### config.mk
export PLATFORM = sky130hd
export DESIGN_NAME = timer_rate_source
export DESIGN_NICKNAME = d
export VERILOG_FILES = /design/src/rtl/rate_source_pkg.sv /design/src/rtl/underflow_timer.sv /design/src/rtl/timer_rate_source.sv
export SDC_FILE = /design/constraint.sdc
export NUM_CORES = 1
export LEC_CHECK = 0
export BUFFER_PORTS_ARGS = -buffer_cell sky130_fd_sc_hd__buf_4
export CORE_ASPECT_RATIO = 0.5
export CORE_UTILIZATION = 50
export CTS_BUF_LIST = sky130_fd_sc_hd__clkbuf_8 sky130_fd_sc_hd__clkbuf_16
export DETAILED_ROUTE_END_ITERATION = 10
export GPL_ROUTABILITY_DRIVEN = 0
export PLACE_DENSITY_LB_ADDON = 0.08
export SYNTH_ARGS = -nofsm -noshare
export SYNTH_HDL_FRONTEND = slang
export SYNTH_SLANG_ARGS = --single-unit
### constraint.sdc
create_clock -name clk -period 7 [get_ports clk]
set_clock_uncertainty 0.1 [all_clocks]
set_input_delay 0.7 -clock clk [delete_from_list [all_inputs] [get_ports clk]]
set_output_delay 0.7 -clock clk [all_outputs]
set_load 0.1 [all_outputs]
### src/rtl/rate_source_pkg.sv
package rate_source_pkg;

  localparam int unsigned DATA_W      = 8;
  localparam int unsigned ADDR_W      = 4;
  localparam int unsigned PSEL_W      = 3;
  localparam int unsigned PRE_W       = 8;
  localparam int unsigned SERIAL_DIV  = 32;
  localparam int unsigned FRAME_DIV_A = 128;
  localparam int unsigned FRAME_DIV_B = 256;
  localparam int unsigned FDIV_W      = 9;

  // Register word indices on the plain register port.
  localparam logic [ADDR_W-1:0] REG_S0_PSEL   = 4'h0;
  localparam logic [ADDR_W-1:0] REG_S0_RELOAD = 4'h1;
  localparam logic [ADDR_W-1:0] REG_S0_CMP    = 4'h2;
  localparam logic [ADDR_W-1:0] REG_S1_PSEL   = 4'h3;
  localparam logic [ADDR_W-1:0] REG_S1_RELOAD = 4'h4;
  localparam logic [ADDR_W-1:0] REG_S1_CMP    = 4'h5;
  localparam logic [ADDR_W-1:0] REG_LCD_PSEL  = 4'h6;
  localparam logic [ADDR_W-1:0] REG_LCD_RELOAD = 4'h7;
  localparam logic [ADDR_W-1:0] REG_LCD_CMP   = 4'h8;
  localparam logic [ADDR_W-1:0] REG_LCD_DUTY  = 4'h9;
  localparam logic [ADDR_W-1:0] REG_STATUS    = 4'hA;

  localparam logic [DATA_W-1:0] RESET_VAL = 8'h00;
  localparam int unsigned       STAT_S0_BIT  = 0;
  localparam int unsigned       STAT_S1_BIT  = 1;
  localparam int unsigned       STAT_LCD_BIT = 2;

  typedef enum logic [1:0] {
    DUTY_1_16,
    DUTY_1_3,
    DUTY_1_8
  } lcd_duty_t;

  typedef struct packed {
    logic [PSEL_W-1:0] prescale_sel;
    logic [DATA_W-1:0] reload_value;
    logic [DATA_W-1:0] compare_value;
  } timer_cfg_t;

  typedef struct packed {
    logic [ADDR_W-1:0] addr;
    logic [DATA_W-1:0] wdata;
    logic              wr;
    logic              rd;
  } reg_req_t;

endpackage : rate_source_pkg

### src/rtl/underflow_timer.sv
module underflow_timer
  import rate_source_pkg::*;
(
  input  wire logic       clk,
  input  wire logic       reset,
  input  wire timer_cfg_t cfg,
  output logic            underflow
);

  typedef struct packed {
    logic [PRE_W-1:0]  pre;
    logic [DATA_W-1:0] count;
    logic              uf;
  } tstate_t;

  tstate_t s_q;
  tstate_t s_d;
  logic    tick;

  always_comb begin
    s_d      = s_q;
    s_d.pre  = s_q.pre + PRE_W'(1);
    tick     = &(s_q.pre | ~((PRE_W'(1) << cfg.prescale_sel) - PRE_W'(1)));
    s_d.uf   = 1'b0;
    if (tick) begin
      if (s_q.count == '0) begin
        s_d.count = cfg.reload_value;
        s_d.uf    = 1'b1;
      end else begin
        s_d.count = s_q.count - DATA_W'(1);
      end
    end
  end

  always_ff @(posedge clk) begin
    if (reset) begin
      s_q <= '0;
    end else begin
      s_q <= s_d;
    end
  end

  assign underflow = s_q.uf;

endmodule : underflow_timer

### src/rtl/timer_rate_source.sv
module timer_rate_source
  import rate_source_pkg::*;
(
  input  wire logic              clk,
  input  wire logic              reset,
  input  wire logic [ADDR_W-1:0] addr,
  input  wire logic [DATA_W-1:0] wdata,
  input  wire logic              wr,
  input  wire logic              rd,
  output logic      [DATA_W-1:0] rdata,
  output logic                   serial0_tick,
  output logic                   serial1_tick,
  output logic                   serial0_bit_clk,
  output logic                   serial1_bit_clk,
  output logic                   lcd_src_tick,
  output logic                   lcd_frame_freq
);

  typedef struct packed {
    timer_cfg_t        s0;
    timer_cfg_t        s1;
    timer_cfg_t        lcd;
    lcd_duty_t         duty;
    logic [DATA_W-1:0] rdata;
    logic [4:0]        s0_div;
    logic [4:0]        s1_div;
    logic [FDIV_W-1:0] f_div;
    logic              s0_uf;
    logic              s1_uf;
    logic              lcd_uf;
    logic              s0_clk;
    logic              s1_clk;
    logic              frame;
  } state_t;

  state_t   s_q;
  state_t   s_d;
  reg_req_t req;
  logic     uf0;
  logic     uf1;
  logic     ufl;
  logic [FDIV_W-1:0] fhalf;

  assign req = '{addr: addr, wdata: wdata, wr: wr, rd: rd};

  underflow_timer u_s0 (.clk(clk), .reset(reset), .cfg(s_q.s0), .underflow(uf0));
  underflow_timer u_s1 (.clk(clk), .reset(reset), .cfg(s_q.s1), .underflow(uf1));
  underflow_timer u_lcd (.clk(clk), .reset(reset), .cfg(s_q.lcd), .underflow(ufl));

  always_comb begin
    s_d        = s_q;
    s_d.s0_uf  = uf0;
    s_d.s1_uf  = uf1;
    s_d.lcd_uf = ufl;
    s_d.rdata  = RESET_VAL;
    if (req.wr) begin
      unique case (req.addr)
        REG_S0_PSEL:    s_d.s0.prescale_sel   = req.wdata[PSEL_W-1:0];
        REG_S0_RELOAD:  s_d.s0.reload_value   = req.wdata;
        REG_S0_CMP:     s_d.s0.compare_value  = req.wdata;
        REG_S1_PSEL:    s_d.s1.prescale_sel   = req.wdata[PSEL_W-1:0];
        REG_S1_RELOAD:  s_d.s1.reload_value   = req.wdata;
        REG_S1_CMP:     s_d.s1.compare_value  = req.wdata;
        REG_LCD_PSEL:   s_d.lcd.prescale_sel  = req.wdata[PSEL_W-1:0];
        REG_LCD_RELOAD: s_d.lcd.reload_value  = req.wdata;
        REG_LCD_CMP:    s_d.lcd.compare_value = req.wdata;
        REG_LCD_DUTY:   s_d.duty = (req.wdata[1:0] == 2'h3) ? DUTY_1_8 : lcd_duty_t'(req.wdata[1:0]);
        default:        ;
      endcase
    end
    if (req.rd) begin
      unique case (req.addr)
        REG_S0_PSEL:    s_d.rdata = DATA_W'(s_q.s0.prescale_sel);
        REG_S0_RELOAD:  s_d.rdata = s_q.s0.reload_value;
        REG_S0_CMP:     s_d.rdata = s_q.s0.compare_value;
        REG_S1_PSEL:    s_d.rdata = DATA_W'(s_q.s1.prescale_sel);
        REG_S1_RELOAD:  s_d.rdata = s_q.s1.reload_value;
        REG_S1_CMP:     s_d.rdata = s_q.s1.compare_value;
        REG_LCD_PSEL:   s_d.rdata = DATA_W'(s_q.lcd.prescale_sel);
        REG_LCD_RELOAD: s_d.rdata = s_q.lcd.reload_value;
        REG_LCD_CMP:    s_d.rdata = s_q.lcd.compare_value;
        REG_LCD_DUTY:   s_d.rdata = DATA_W'(s_q.duty);
        REG_STATUS: begin
          s_d.rdata[STAT_S0_BIT]  = s_q.s0_clk;
          s_d.rdata[STAT_S1_BIT]  = s_q.s1_clk;
          s_d.rdata[STAT_LCD_BIT] = s_q.frame;
        end
        default:        s_d.rdata = RESET_VAL;
      endcase
    end
    if (uf0) begin
      s_d.s0_div = s_q.s0_div + 5'(1);
      s_d.s0_clk = (s_d.s0_div >= 5'(SERIAL_DIV / 2));
    end
    if (uf1) begin
      s_d.s1_div = s_q.s1_div + 5'(1);
      s_d.s1_clk = (s_d.s1_div >= 5'(SERIAL_DIV / 2));
    end
    fhalf = (s_q.duty == DUTY_1_8) ? FDIV_W'(FRAME_DIV_B / 2) : FDIV_W'(FRAME_DIV_A / 2);
    if (ufl) begin
      if (s_q.f_div == fhalf - FDIV_W'(1)) begin
        s_d.f_div = '0;
        s_d.frame = ~s_q.frame;
      end else begin
        s_d.f_div = s_q.f_div + FDIV_W'(1);
      end
    end
  end

  always_ff @(posedge clk) begin
    if (reset) begin
      s_q <= '0;
    end else begin
      s_q <= s_d;
    end
  end

  assign rdata           = s_q.rdata;
  assign serial0_tick    = s_q.s0_uf;
  assign serial1_tick    = s_q.s1_uf;
  assign serial0_bit_clk = s_q.s0_clk;
  assign serial1_bit_clk = s_q.s1_clk;
  assign lcd_src_tick    = s_q.lcd_uf;
  assign lcd_frame_freq  = s_q.frame;

endmodule : timer_rate_source

==> metrics, run 1 <==
outcome=complete, no violations; drt total wl=15,200 um; worst rel slew slack=approximately 26%; crit path max fanout=14; setup TNS=0 ps; Crit path largest cell delay=~550 ps; Async SR Flop Fraction=0%; Crit path depth=7; Post-Synthesis Cells=760; Area Overhead vs Synth=12.0%; Final Instance Count excl. Fillers=942; Post-Syn Area=0.00658 mm2; Worst-Margin Slew=around 1100 ps; setup bufs post-CTS=0; Core Area=0.0127 mm2; remaining global-route overflow=0; CTS Sinks=138; area share of the largest cell type after synthesis=around two fifths; crit start category=register; # rows=29; synth unique cells=between 60 and 70; Tmin final=between 3000 and 4000 ps; synth cell count leaders=138 x dfxtp_1, 137 x nor2_1, 67 x mux2i_1, 47 x nand2_1, 39 x a21oi_1; first-pass GRT wire length=~25,000 um; RSZ-0062 raised after global routing=no; Post-CTS Hold Buffers=0; # port buffers=29; WP data required=7220 ps; initial antenna violation count=0; Setup-failing EPs final=0; Worst-path clk slew=60 ps; syn_nets=slightly below 800; Max Slew Vio Count=0; num ports=30; Setup WS post-layout=roughly 4000 ps; Clock Path Buffers=2; Worst Path Buf+Inv=0; Avg Cell Area, Syn=~8.7 um2; pwr dens=~340 mW/mm2; ant diodes=0; Fin Hold WS=approximately 360 ps; H-Tree Level Count=4; Starting Density=between 50% and 60%; cell taking the most area after synthesis=dfxtp_1; Finished Core Util=slightly below 60%; max frequency=roughly 330 MHz; family with the most delay on the worst path=compound AO/OA/AOI/OAI gates; crit path DAT=roughly 3300 ps; share of layout cells above drive strength 1=approximately a tenth; DR pass1 iterations=5; placed insts=910; crit end category=register; Die Span X=between 150 and 200 um; Reg2Reg Depth=7; Synth area leaders=dfxtp_1 42%, mux2i_1 10%, nor2_1 7.8%; WHS Path Cells=2; critical path type=register to register; half-perimeter wire length after placement=a little over 10,000 um; largest net degree at the start of global routing=72; Num CTS Buffers=17; Final Hold Vio Count=0; Yosys warnings=0; VDD IR max=approximately 170 uV; # resized after CTS=0; CP max stage cell=o41a_1; drt initial violations=approximately 340; flops & latches, synth=around 140; insertion delay of the later-clocked pin in the worst-skew pair=between 400 and 500 ps; Hold Crit Class=register to register; sequential area share after synthesis=about two fifths; Root Driver=clkbuf_16; leakage power=roughly 3 nW; Die ar.=roughly 0.014 mm2; die height=83.1 um; crit-path cells=or3_1 > ha_1 > nor4b_1 > a2111oi_2 > nand3_1 > o41a_1 > a311oi_1; top-count cell post-synth=dfxtp_1; prevailing post-synth register cell=dfxtp_1; WL/cell=between 15 and 20 um; DR vias/cell=between 5 and 6; Post-DRT Antenna Nets=0; Final period util=43.6%; nets=789; # DRC=0; Place WS=4010 ps; GRT Overall Usage=23.4%; number of max-cap violations=0; DR vias=about 5,300; Post-synth EDFFs=0; CTS tree=yes; vias in the first global route=4,952
==> cell families after synthesis <==
group           share of synthesized area [%]
compound gates                           12.7
xor+xnor                                 4.39
fa+ha+maj                                2.66
buf+inv                                  4.62
flops                                    42.0
mux                                      11.9
simple gates                             21.7
==> worst min-delay path: stages (launching register included) <==
cell and delay (ps):
dfxtp_1 300, o41ai_1 50, a21oi_1 60
==> flip-flops by register name (all words and copies together) (netlist names) <==
signal	cells
serial0_tick	1
u_s0.underflow	1
u_lcd.underflow	1
u_lcd.s_q	15
serial1_tick	1
rdata	8
lcd_src_tick	1
s_q	78
lcd_frame_freq	1
u_s1.s_q	15
u_s0.s_q	15
u_s1.underflow	1
==> metal layers <==
metal	wire, um	vias to the layer above	global-route usage (%)	share of wire, %
met5	0	-	0	0
met4	227	0	8.08	1.5
met3	810	20	5.14	5.3
met2	6240	121	33.0	41
met1	7910	2489	34.7	52
li1	-	2674	-	-
==> worst paths after layout <==
check	from	to	slack (ps)
max reg2reg	s_q[72]	u_s1.s_q[7]	3950
max	s_q[72]	u_s1.s_q[7]	3950
min reg2reg	u_s1.s_q[5]	u_s1.s_q[5]	360
min	u_s1.s_q[5]	u_s1.s_q[5]	360
==> cell type report <==
| cell class | instances | area, um2 |
|---|---|---|
| Fill cell | 1143 | 5360 |
| Multi-Input combinational cell | 551 | 3520 |
| Sequential cell | 138 | 2760 |
| Clock buffer | 17 | 425 |
| Timing Repair Buffer | 30 | 225 |
| Tap cell | 170 | 213 |
| Clock inverter | 15 | 154 |
| Inverter | 21 | 78.8 |
==> per-stage QoR <==
stage / area [um2] / power [W]
after floorplan: 6580 / 0.00152
after global placement: 6800 / 0.00164
after detailed placement: 6800 / 0.00165
after CTS: 7380 / 0.00254
after global routing: 7380 / 0.00269
final: 7380 / 0.00254
==> cell usage in the layout (no fill, tap or decap), drive strengths merged, types with 5 or more instances in the layout <==
master	n
mux2	6
mux2i	67
nand3	26
nand4	10
dfxtp	138
and3	8
o21ai	17
a211oi	6
a21oi	39
a22oi	9
a31oi	10
nand2	47
o32ai	5
nor2b	18
buf	30
nand2b	5
inv	28
nand3b	5
xnor2	12
nor2	137
ha	14
o21a	5
nor3b	5
clkbuf	17
xor2	21
or3	6
nor3	17
==> power breakdown <==
part	switching (W)	internal (W)	total, W
clock network	0.000385	0.000501	0.000886
registers	0.0000988	0.000875	0.000974
logic	0.000401	0.000274	0.000676
(Power assumes the default switching activity.)
==> run 2: changes to the inputs <==
Clock period 7 ns to 2.51 ns, I/O delays scaled along.
==> run 2 against run 1 <==
Effect of this change:
- non-clock buffer count is 27 higher
- combinational power grew to 3.0 times the previous value
- largest cell class unchanged
- largest power group unchanged
- critical path type unchanged
- die area did not move
==> metrics, run 2 (same netlist as run 1, synthesis figures left out) <==
outcome=complete, no violations (unchanged); initial antenna violation count=0 (unchanged); crit path max fanout=5 (was 14); nets=816 (was 789); Final period util=96.8% (was 43.6%); leakage power=3.10 nW (was 2.92 nW); Max Slew Vio Count=0 (unchanged); max frequency=412 MHz (was 328 MHz); Largest Register=s_q (unchanged); max FFs per register=78 (unchanged); Crit path largest cell delay=500 ps (was 550 ps); Area Overhead vs Synth=17.3% (was 12.0%); Root Driver=clkbuf_16 (unchanged); Core Area=0.0127 mm2 (unchanged); CTS Sinks=138 (unchanged); half-perimeter wire length after placement=10,300 um (about the same); Finished Core Util=60.6% (was 57.9%); GRT Overall Usage=24.5% (was 23.4%); first-pass GRT wire length=26,100 um (was 25,100 um); commonest non-fill, non-tap cells in the layout=136 x nor2_1, 133 x dfxtp_1, 67 x mux2i_1, 52 x buf_4, 46 x nand2_1 (was 138 x dfxtp_1, 137 x nor2_1, 67 x mux2i_1, 47 x nand2_1, 39 x a21oi_1); Num CTS Buffers=17 (unchanged); Die ar.=0.0137 mm2 (unchanged); Worst-Margin Slew=577 ps (was 1110 ps); Hold Crit Class=input port to register (was register to register); # rows=29 (unchanged); crit path DAT=2650 ps (was 3270 ps); fin area=0.00772 mm2 (was 0.00738 mm2); ant diodes=0 (unchanged); family with the most delay on the worst path=simple AND/OR/NAND/NOR gates (was compound AO/OA/AOI/OAI gates); Final Instance Count excl. Fillers=969 (was 942); num ports=30 (unchanged); DR vias=5,477 (was 5,304); placed cell area=0.00698 mm2 (was 0.00680 mm2); DR pass1 iterations=5 (unchanged); number of max-cap violations=0 (unchanged); Post-DRT Antenna Nets=0 (unchanged); VDD IR max=529 uV (was 171 uV); # DRC=0 (unchanged); crit start category=register (unchanged); Die Span X=164 um (unchanged); setup TNS=0 ps (unchanged); Post-CTS Hold Buffers=0 (unchanged); CP max stage cell=or4b_4 (was o41a_1); critical path type=register to register (unchanged); CTS tree=yes (unchanged); share of layout cells above drive strength 1=14.8% (was 9.46%); drt initial violations=412 (was 336); crit-path cells=or3_4 > ha_4 > or4b_4 > a31oi_4 > a2111oi_4 > nand3_2 > buf_6 > nor3_1 > a311oi_1 (was or3_1 > ha_1 > nor4b_1 > a2111oi_2 > nand3_1 > o41a_1 > a311oi_1); remaining global-route overflow=0 (unchanged); drt total wl=16,000 um (was 15,200 um); vias in the first global route=4,983 (was 4,952); insertion delay of the later-clocked pin in the worst-skew pair=420 ps (about the same); H-Tree Level Count=4 (unchanged); pwr dens=931 mW/mm2 (was 344 mW/mm2); Tmin final=2430 ps (was 3050 ps); DR vias/cell=5.65 (was 5.63); largest net degree at the start of global routing=123 (was 72); Final Hold Vio Count=0 (unchanged); Clock Path Buffers=2 (unchanged); commonest non-fill, non-tap cell in the layout=nor2_1 (was dfxtp_1); Starting Density=51.7% (unchanged); Worst Path Buf+Inv=1 (was 0); crit end category=register (unchanged); # port buffers=29 (unchanged); die height=83.1 um (unchanged); worst rel slew slack=61.5% (was 25.6%); Setup-failing EPs final=0 (unchanged); Worst-path clk slew=60 ps (about the same); WP data required=2730 ps (was 7220 ps); placed insts=933 (was 910); WL/cell=16.5 um (was 16.1 um)
==> run 2: cell count changes in the layout (fill, tap and decap cells not counted), moves of 3 or more <==
cell / before / now
clkinv_4: 4 / 1
dfxtp_1: 138 / 133
buf_4: 30 / 52
dfxtp_2: 0 / 5
buf_6: 0 / 3
clkinv_2: 0 / 4
==> run 2: what timing repair did <==
item                                    CTS  global route
resized for setup                         8            21
endpoints found under the setup margin    7            14
setup buffers                             1             1
pin swaps                                 2            10
gates cloned                              1             1
==> run 2: worst paths after layout <==
check	start	to	slack [ps]	cells after the start
hold / removal	wdata[3]	s_q[76]	40	3
setup reg to reg	s_q[72]	u_s1.s_q[7]	80	9
hold reg to reg	u_s1.s_q[5]	u_s1.s_q[5]	360	2
setup / recovery	s_q[72]	u_s1.s_q[7]	80	9
==> run 2: power by group <==
part | internal, W | switching (W)
Sequential | 0.00244 | 0.000266
Combinational | 0.000873 | 0.00114
Clock | 0.00146 | 0.00101
Total | 0.00478 | 0.00241
==> run 2: final cells by class <==
class / instances / area [um2]
clock buffers: 17 / 425
well taps: 170 / 213
inverters: 21 / 78.8
multi-input cells: 551 / 3640
clock inverters: 15 / 150
fillers: 1130 / 5010
repair buffers: 57 / 449
flip-flops and latches: 138 / 2770
==> run 2: layer usage <==
metal  global-route usage, %  vias up  wire [um]
met3                    5.34       11        855
met4                    6.99        0        114
met2                    35.1      131       6950
li1                        -     2725          -
met5                       0        -          0
met1                    36.4     2610       8060
==> run 2: stage by stage <==
stage                     hold WS, ps  total power (W)  setup WS, ps
after floorplan                   295          0.00425          1.53
after global placement            347          0.00467          25.4
after CTS                        28.0          0.00719          17.4
after global routing             45.1          0.00762        -0.935
after detailed placement          353          0.00470         -62.9
final                            35.2          0.00719          80.8
==> run 2: tightest hold or removal path, cell delays in order <==
cell and delay, ps:
buf_4 130, mux2i_1 70, nor2_1 70
